## config.mk

```make
export PLATFORM = sky130hd
export DESIGN_NAME = sbtc_timer
export DESIGN_NICKNAME = d
export VERILOG_FILES = /design/src/core/sbtc_pkg.sv /design/src/core/sbtc_timer.sv
export SDC_FILE = /design/constraint.sdc
export NUM_CORES = 1
export LEC_CHECK = 0
export BUFFER_PORTS_ARGS = -buffer_cell sky130_fd_sc_hd__buf_2
export CAP_MARGIN = 20
export CORE_MARGIN = 2
export CORE_UTILIZATION = 53
export CTS_CLUSTER_SIZE = 14
export DETAILED_ROUTE_END_ITERATION = 6
export PLACE_DENSITY = 0.91
export SYNTH_ARGS = -nofsm -noshare
export SYNTH_HDL_FRONTEND = slang
export SYNTH_SLANG_ARGS = --single-unit
export TNS_END_PERCENT = 1
```

## constraint.sdc

```tcl
create_clock -name clk_in -period 3.5 [get_ports clk_in]
set_input_delay 0.7 -clock clk_in [delete_from_list [all_inputs] [get_ports clk_in]]
set_output_delay 0.7 -clock clk_in [all_outputs]
set_load 0.005 [all_outputs]
```

## src/core/sbtc_pkg.sv

```systemverilog
/*
 * Constants for the sixteen bit timer/counter: register byte offsets, field positions,
 * reset values and prescaler encodings.
 * Assumes a 32-bit Avalon-MM slave with byte addresses and one register per aligned word.
 */
package sbtc_pkg;
    // ------------------------------------------------------------
    // Register byte offsets
    // ------------------------------------------------------------
    localparam logic [7:0] SBTC_OFF_CONTROL = 8'h10;
    localparam logic [7:0] SBTC_OFF_COUNT_LOW = 8'h00;
    localparam logic [7:0] SBTC_OFF_COUNT_HIGH = 8'h04;
    localparam logic [7:0] SBTC_OFF_REQUEST = 8'h08;
    localparam logic [7:0] SBTC_OFF_ENABLE = 8'h0c;
    localparam logic [7:0] SBTC_OFF_INT_CONTROL = 8'h14;
    localparam logic [7:0] SBTC_OFF_PORT_DIR = 8'h18;

    // ------------------------------------------------------------
    // Field positions
    // ------------------------------------------------------------
    localparam int SBTC_RUN_BIT = 0;
    localparam int SBTC_SRC_BIT = 1;
    localparam int SBTC_OSC_BIT = 3;
    localparam int SBTC_PS_LO = 4;
    localparam int SBTC_OVF_BIT = 0;
    localparam int SBTC_GIE_BIT = 6;
    localparam int SBTC_CTRL_W = 6;

    // ------------------------------------------------------------
    // Reset values and fixed constants
    // ------------------------------------------------------------
    localparam logic [5:0] SBTC_CONTROL_RST = 6'h00;
    localparam logic [15:0] SBTC_COUNT_RST = 16'h0000;
    localparam logic [15:0] SBTC_COUNT_FULL = 16'hffff;
    localparam logic [31:0] SBTC_UNMAPPED_DATA = 32'h0000_0000;

    // Prescaler division ratio select
    typedef enum logic [1:0] {
        SBTC_DIV1 = 2'h0,
        SBTC_DIV2 = 2'h1,
        SBTC_DIV4 = 2'h2,
        SBTC_DIV8 = 2'h3
    } sbtc_div_type;
endpackage : sbtc_pkg

```

## src/core/sbtc_timer.sv

```systemverilog
/*
 * Sixteen bit timer/counter with prescaler, overflow flag, interrupt gating,
 * reset input from two capture/compare units and oscillator pin direction control.
 * Assumes one 40 MHz clock, a synchronous active-low reset, an Avalon-MM master with
 * waitrequest, and a count_clk_in pin that is asynchronous to clk_in.
 */
`timescale 1ns/10ps

// What this block does
// - Sixteen-bit count as two read/write bytes
// - Count up from zero, wrap after full
// - Wrap sets and holds overflow flag
// - Interrupt requested only with enable bit set
// - Control bit 1 selects count source
// - Timer mode counts each instruction cycle
// - Counter mode counts rising external edges
// - Count only while run bit set
// - Either capture/compare unit clears the count
// - Oscillator enable forces both pins input, only the upper pin on early parts
// - Programmable prescaler ahead of the count
// - Global peripheral enable also gates interrupt
module sbtc_timer (
    input wire logic clk_in,
    input wire logic rst_n_in,
    input wire logic [7:0] avs_address_in,
    input wire logic avs_read_in,
    input wire logic avs_write_in,
    input wire logic [31:0] avs_writedata_in,
    input wire logic [3:0] avs_byteenable_in,
    output logic [31:0] avs_readdata_out,
    output logic avs_waitrequest_out,
    input wire logic instr_cycle_in,
    input wire logic count_clk_in,
    input wire logic ccp_a_reset_in,
    input wire logic ccp_b_reset_in,
    input wire logic early_variant_in,
    output logic osc_pin_lower_oe_out,
    output logic osc_pin_upper_oe_out,
    output logic overflow_irq_out
);
    import sbtc_pkg::*;

    // ------------------------------------------------------------
    // State
    // ------------------------------------------------------------
    logic [5:0] control_reg, control_next;
    logic [15:0] count_reg, count_next;
    logic [2:0] presc_reg, presc_next;
    logic overflow_reg, overflow_next;
    logic enable_reg, enable_next;
    logic gie_reg, gie_next;
    logic [1:0] port_dir_reg, port_dir_next;
    logic ack_reg, ack_next;
    logic [31:0] rdata_reg, rdata_next;
    logic ext_meta_reg, ext_sync_reg, ext_prev_reg;

    logic run_bit;
    logic src_counter;
    logic osc_en;
    sbtc_div_type div_sel;
    logic src_tick;
    logic ps_tick;
    logic inc;
    logic wrap;
    logic acc;
    logic wr_hit_low, wr_hit_high, rd_hit_req;
    logic no_override;

    // Byte-0 write strobe for one register offset
    function automatic logic wr_hit(input logic [7:0] off);
        wr_hit = avs_write_in && !ack_reg && avs_address_in == off && avs_byteenable_in[0];
    endfunction : wr_hit

    // Prescaler terminal count per division ratio
    function automatic logic ps_done(input logic [2:0] cnt, input sbtc_div_type d);
        unique case (d)
            SBTC_DIV1: ps_done = 1'b1;
            SBTC_DIV2: ps_done = cnt[0];
            SBTC_DIV4: ps_done = &cnt[1:0];
            SBTC_DIV8: ps_done = &cnt;
        endcase
    endfunction : ps_done

    // ------------------------------------------------------------
    // Control decode
    // ------------------------------------------------------------
    assign run_bit = control_reg[SBTC_RUN_BIT];
    assign src_counter = control_reg[SBTC_SRC_BIT];
    assign osc_en = control_reg[SBTC_OSC_BIT];
    assign div_sel = sbtc_div_type'(control_reg[SBTC_PS_LO +: 2]);
    assign acc = (avs_read_in || avs_write_in) && !ack_reg;
    assign wr_hit_low = wr_hit(SBTC_OFF_COUNT_LOW);
    assign wr_hit_high = wr_hit(SBTC_OFF_COUNT_HIGH);
    assign rd_hit_req = avs_read_in && !ack_reg && avs_address_in == SBTC_OFF_REQUEST;
    // High when neither a byte write nor the clear input overrides the count
    assign no_override = !wr_hit_low && !wr_hit_high && !ccp_a_reset_in && !ccp_b_reset_in;

    // Pin edge detect reads the second and third stages, never the metastable first one
    always_ff @(posedge clk_in) begin
        if (!rst_n_in) begin
            ext_meta_reg <= 1'b0;
            ext_sync_reg <= 1'b0;
            ext_prev_reg <= 1'b0;
        end else begin
            ext_meta_reg <= count_clk_in;
            ext_sync_reg <= ext_meta_reg;
            ext_prev_reg <= ext_sync_reg;
        end
    end

    // ------------------------------------------------------------
    // Count path
    // ------------------------------------------------------------
    // Source select, prescale and increment
    always_comb begin
        src_tick = src_counter ? (ext_sync_reg && !ext_prev_reg) : instr_cycle_in;
        ps_tick = run_bit && src_tick && ps_done(presc_reg, div_sel);
        inc = ps_tick;
        wrap = inc && count_reg == SBTC_COUNT_FULL;
        presc_next = presc_reg;
        if (run_bit && src_tick) begin
            presc_next = ps_done(presc_reg, div_sel) ? 3'h0 : presc_reg + 3'h1;
        end
        count_next = count_reg;
        if (inc) begin
            count_next = count_reg + 16'h0001;
        end
        // Software write lands on top of an increment; clear input beats both
        if (wr_hit_low) begin
            count_next[7:0] = avs_writedata_in[7:0];
        end
        if (wr_hit_high) begin
            count_next[15:8] = avs_writedata_in[7:0];
        end
        if (ccp_a_reset_in || ccp_b_reset_in) begin
            count_next = SBTC_COUNT_RST;
        end
    end

    // ------------------------------------------------------------
    // Register file and overflow flag
    // ------------------------------------------------------------
    // Flag clears on read of the request register; a wrap in that same cycle wins
    always_comb begin
        control_next = control_reg;
        enable_next = enable_reg;
        gie_next = gie_reg;
        port_dir_next = port_dir_reg;
        overflow_next = overflow_reg;
        ack_next = acc;
        rdata_next = rdata_reg;
        if (wr_hit(SBTC_OFF_CONTROL)) begin
            control_next = avs_writedata_in[SBTC_CTRL_W-1:0];
        end
        if (wr_hit(SBTC_OFF_ENABLE)) begin
            enable_next = avs_writedata_in[SBTC_OVF_BIT];
        end
        if (wr_hit(SBTC_OFF_INT_CONTROL)) begin
            gie_next = avs_writedata_in[SBTC_GIE_BIT];
        end
        if (wr_hit(SBTC_OFF_PORT_DIR)) begin
            port_dir_next = avs_writedata_in[1:0];
        end
        if (rd_hit_req) begin
            overflow_next = 1'b0;
        end
        if (wrap) begin
            overflow_next = 1'b1;
        end
        if (avs_read_in && !ack_reg) begin
            unique case (avs_address_in)
                SBTC_OFF_COUNT_LOW: rdata_next = {24'h0, count_reg[7:0]};
                SBTC_OFF_COUNT_HIGH: rdata_next = {24'h0, count_reg[15:8]};
                SBTC_OFF_REQUEST: rdata_next = {31'h0, overflow_reg};
                SBTC_OFF_ENABLE: rdata_next = {31'h0, enable_reg};
                SBTC_OFF_CONTROL: rdata_next = {26'h0, control_reg};
                SBTC_OFF_INT_CONTROL: rdata_next = {25'h0, gie_reg, 6'h0};
                SBTC_OFF_PORT_DIR: rdata_next = {30'h0, port_dir_reg};
                default: rdata_next = SBTC_UNMAPPED_DATA;
            endcase
        end
    end

    // Registering of all software and count state
    always_ff @(posedge clk_in) begin
        if (!rst_n_in) begin
            control_reg <= SBTC_CONTROL_RST;
            count_reg <= SBTC_COUNT_RST;
            presc_reg <= 3'h0;
            overflow_reg <= 1'b0;
            enable_reg <= 1'b0;
            gie_reg <= 1'b0;
            port_dir_reg <= 2'h3;
            ack_reg <= 1'b0;
            rdata_reg <= 32'h0000_0000;
        end else begin
            control_reg <= control_next;
            count_reg <= count_next;
            presc_reg <= presc_next;
            overflow_reg <= overflow_next;
            enable_reg <= enable_next;
            gie_reg <= gie_next;
            port_dir_reg <= port_dir_next;
            ack_reg <= ack_next;
            rdata_reg <= rdata_next;
        end
    end

    // ------------------------------------------------------------
    // Outputs
    // ------------------------------------------------------------
    // Every access waits exactly one cycle, so read data is always registered
    assign avs_waitrequest_out = (avs_read_in || avs_write_in) && !ack_reg;
    assign avs_readdata_out = rdata_reg;
    assign overflow_irq_out = overflow_reg && enable_reg && gie_reg;
    // Direction bit 1 means input; oscillator overrides them, early parts only the upper pin
    assign osc_pin_upper_oe_out = !osc_en && !port_dir_reg[1];
    assign osc_pin_lower_oe_out = (osc_en && !early_variant_in) ? 1'b0 : !port_dir_reg[0];
endmodule : sbtc_timer

```

# Word-level counts from Yosys, hierarchy flattened
# Index checks and enable logic that the tools add are counted.
# op_classes
bitwise,1
muxes,11
add_sub_neg,2
reduce_logical,40
n_eq_ne,10
# ops
cell,n
$pmux 8 s7,1
$eq 8x5->1 const B,3
$logic_and 1x1->1,24
$add 16x1->16 const B,1
$eq 16x16->1 const B,1
$eq 8x4->1 const B,2
$mux 16,1
$mux 8,2
$eq 8x3->1 const B,1
$logic_not 8->1,1
$logic_not 1->1,6
$reduce_bool 2->1,3
$mux 1,5
$eq 2x2->1 const B,2
$pmux 1 s4,1
$add 3x1->3 const B,1
$mux 3,1
$reduce_and 3->1,1
$eq 2x1->1 const B,1
$logic_not 2->1,1
$logic_or 1x1->1,2
$reduce_and 2->1,1
$reduce_or 2->1,1
$not 1->1,1
# totals
reg_bits,66
output_inout_bits,36
word_cells,77
input_bits,53

# Logic depth before layout (Yosys ltp)
# depth
word_depth,7
ltp_mapped,7
mapped_depth_nobuf,7

# Worst setup path before layout
# No wires, ideal clock.
# synth_path
path_kind,input to register
startpoint,input port avs_address_in[5]
endpoint,register control_reg[0]
setup_ns,0.116
path_buffers,1
stages,6
arrival_ns,1.926
path_slack_ns,1.458
required_ns,3.384
path_cell_list,nor4_2 and2_1 and4_1 buf_2 mux2i_1 nor2b_1
# synth_via
elab_chain_cells,3
# synth_rtl
element,line,source
from (decl),sbtc_timer.sv:25,"input wire logic [7:0] avs_address_in,"
$eq 8x5->1,sbtc_timer.sv:71,wr_hit = avs_write_in && !ack_reg && avs_address_in == off && avs_byteenable_in[0];
$logic_and 1x1->1 (2 in a row),sbtc_timer.sv:71,
to (signal assigned),sbtc_timer.sv:197,control_reg <= control_next;
to (decl),sbtc_timer.sv:46,"logic [5:0] control_reg, control_next;"
# Every way passes these cells.
# A chain may end at the register's enable or synchronous reset.

# Worst setup path in the final report
# layout_path
startpoint,input port avs_address_in[3]
endpoint,register count_reg[3]
# layout_via
elab_chain_cells,4
word_cells_on_any_way,5
classes_between,mux: 1; reduce/logical: 4
# layout_rtl
element,line,source
$logic_not 8->1 (*),sbtc_timer.sv:71,
$logic_and 1x1->1 (*) (2 in a row),sbtc_timer.sv:71,
$mux 8 or $reduce_bool 2->1 (tied branches),-,
to (signal assigned),sbtc_timer.sv:198,count_reg <= count_next;
to (decl),sbtc_timer.sv:47,"logic [15:0] count_reg, count_next;"
# Mark *: on every way between the ends. The rest lies on a longest branch, timed or not.

==> reports/qor.txt <==
ANT nets after route: 0
Starting Density: 55.0%
Final Power: 0.871 mW
number of H-tree levels: 2
# diodes: 0
worst-skew pair later-pin latency: 0.29 ns
fmax: 0.438 GHz
RR Endpoint: count_reg[14]$_SDFFE_PP0P_
hpwl dp: 3990 microns
I/O Buffers: 37
Synth area leader: dfxtp_1
CTS sink count: 42
Area contributors post-synth: dfxtp_1 (35%), mux2i_1 (7.9%), buf_4 (7.5%), o21ai_0 (5.0%), nand2_1 (5.0%)
sequential share of the synthesized area: 35.1%
CP Max Fanout: 10
full die area: 5070 sq um
core area: 4350 sq um
most common cell after layout, fill and taps aside: dfxtp_1
skew final: 0.00586 ns
CP Launch Point: avs_address_in[3]
clk slew on worst S/H paths: 0.08 ns
worst min-delay path class: register to register
# rows: 24
top cell type's share of synthesized area: 35.1%
Die Ht: 71.2 microns
Final setup viols: 0
share of cells above drive strength 1: 16.4%
Max-cap violations: 0
hold_buf cts: 0
critical path endpoint category: register
max-slew violations: 0
total gr overflow: 0
max reg flops: 16
Least-Margin Pin Slew: 0.733 ns
Mapped Cells: 290
CTS resizes: 0
via count: 2,091
Final Hold Vio Count: 0
worst r2r src: count_reg[0]$_SDFFE_PP0P_
GPL Wtd Cong: 0.960
Global Route Usage Sum: 21.8%
CP Launch Type: input pin
depth of the worst hold-timing path: 1
min Tclk post-route: 2.28 ns
Clock Tree Buf Depth: 2
boundary pin count: 89
worst vdd ir: 0.203 mV
WHS: 0.441 ns
vias in the first global route: 1,897
Root Driver: clkbuf_8
DRT iter0 DRCs: 224
min-delay src: ext_meta_reg$_SDFF_PN0_
leakage power: 1.03 nW
critical path class: input pin to register
CP Data Arrival Time: 2.50 ns
Yosys cell types: 43
clock buffer count from CTS: 5
cell area power density: 334 nW/um^2
r2r worst-path depth: 6
Syn. warnings: 0
initial antenna violation count: 0
Final period util: 65.2%
Post-synth top flop: dfxtp_1
DRC violation count after routing: 0
commonest non-fill, non-tap cells in the layout: dfxtp_1 (42), buf_2 (37), nand2_1 (32)
post-route setup TNS: 0 ns
vias per inst: 5.56
largest net degree at the start of global routing: 24
Placed Area: 2510 sq um
first-pass GRT wire length: 8780 microns
Req. time, crit path: 3.71 ns
mean cell area of the mapped netlist: 8.25 sq um
drt pass-1 iters: 4
Yosys reg bits: 42
worst rel slew slack: 50.7%
wire per inst: 14.6 microns
postcts setup bufs: 0
Netlist Area Pre-Place: 2390 sq um
Die Span X: 71.2 microns
fin nets: 379
r2r setup slk: 1.43 ns
RSZ-0062 raised after global routing: no
Layout Area Growth over Synthesis: 8.83%
final core utilization: 59.8%
Post-synth EDFFs: 0
Hold Path Sink: ext_sync_reg$_SDFF_PN0_
Final Cell Area: 2610 sq um
CTS tree: done
status: finished clean
Post-Route WL: 5470 microns
asr flop ratio synth: 0%
power by group:
part	leakage, nW	internal (mW)	switching, mW
registers	0.339	0.480	0.00134
clock network	0.0482	0.159	0.166
logic	0.644	0.0232	0.0411
total	1.03	0.662	0.208
stage by stage:
step | setup slack, ns | cells
3_3_place_gp | 1.01 | 368
4_1_cts | 1.30 | 376
6_report | 1.22 | 376
2_1_floorplan | 1.46 | 313
5_1_grt | 1.15 | 376
3_5_place_dp | 1.03 | 368
layout make-up:
class / instances / area, sq um
well taps: 52 / 65.1
clock buffers: 7 / 86.3
repair buffers: 38 / 193
clock inverters: 1 / 5.00
flip-flops and latches: 42 / 841
inverters: 4 / 15.0
multi-input cells: 232 / 1400
fillers: 390 / 1750
cell families (layout without fill, tap and decap cells):
family,Yosys count,in the layout,synth area share [%]
other cells,1,24,0.157
compound gates,51,51,12.2
fa+ha+maj,3,3,1.57
buf+inv,39,50,9.98
simple gates,120,120,26.9
xor+xnor,14,14,5.12
mux,20,20,8.89
flops,42,42,35.1
how the worst max path moves through the flow:
stage	cells past startpoint	slack, ns	end
floorplan	6	1.46	control_reg[0]$_SDFFE_PN0P_
global placement	6	1.01	count_reg[9]$_SDFFE_PP0P_
detailed placement	6	1.03	count_reg[14]$_SDFFE_PP0P_
CTS	6	1.30	count_reg[3]$_SDFFE_PP0P_
global route	6	1.15	count_reg[9]$_SDFFE_PP0P_
finish	6	1.22	count_reg[3]$_SDFFE_PP0P_
cells in the mapped netlist, drive strengths merged, types with 9 or more instances:
library cell   n
nor2          19
mux2i         19
nand2         32
xnor2         10
clkbuf         9
a21oi         14
and2          11
nand3         13
dfxtp         42
buf           26
o21ai         24
worst max-delay path: stages:
cell and delay, ns:
buf_2 0.16, nor3_1 0.57, nand4_1 0.32, nor2_1 0.53, nand2_1 0.11, o21ai_0 0.10
metal layers:
layer,share of wire [%],up-vias,wire (microns),GRT usage [%]
li1,-,1027,-,-
met1,43,957,2380,28.7
met2,47,94,2570,35.8
met3,7.8,13,429,4.27
met4,1.6,0,89,7.34
met5,0,-,0,0
Note: power is estimated with default switching activity, not from simulation.
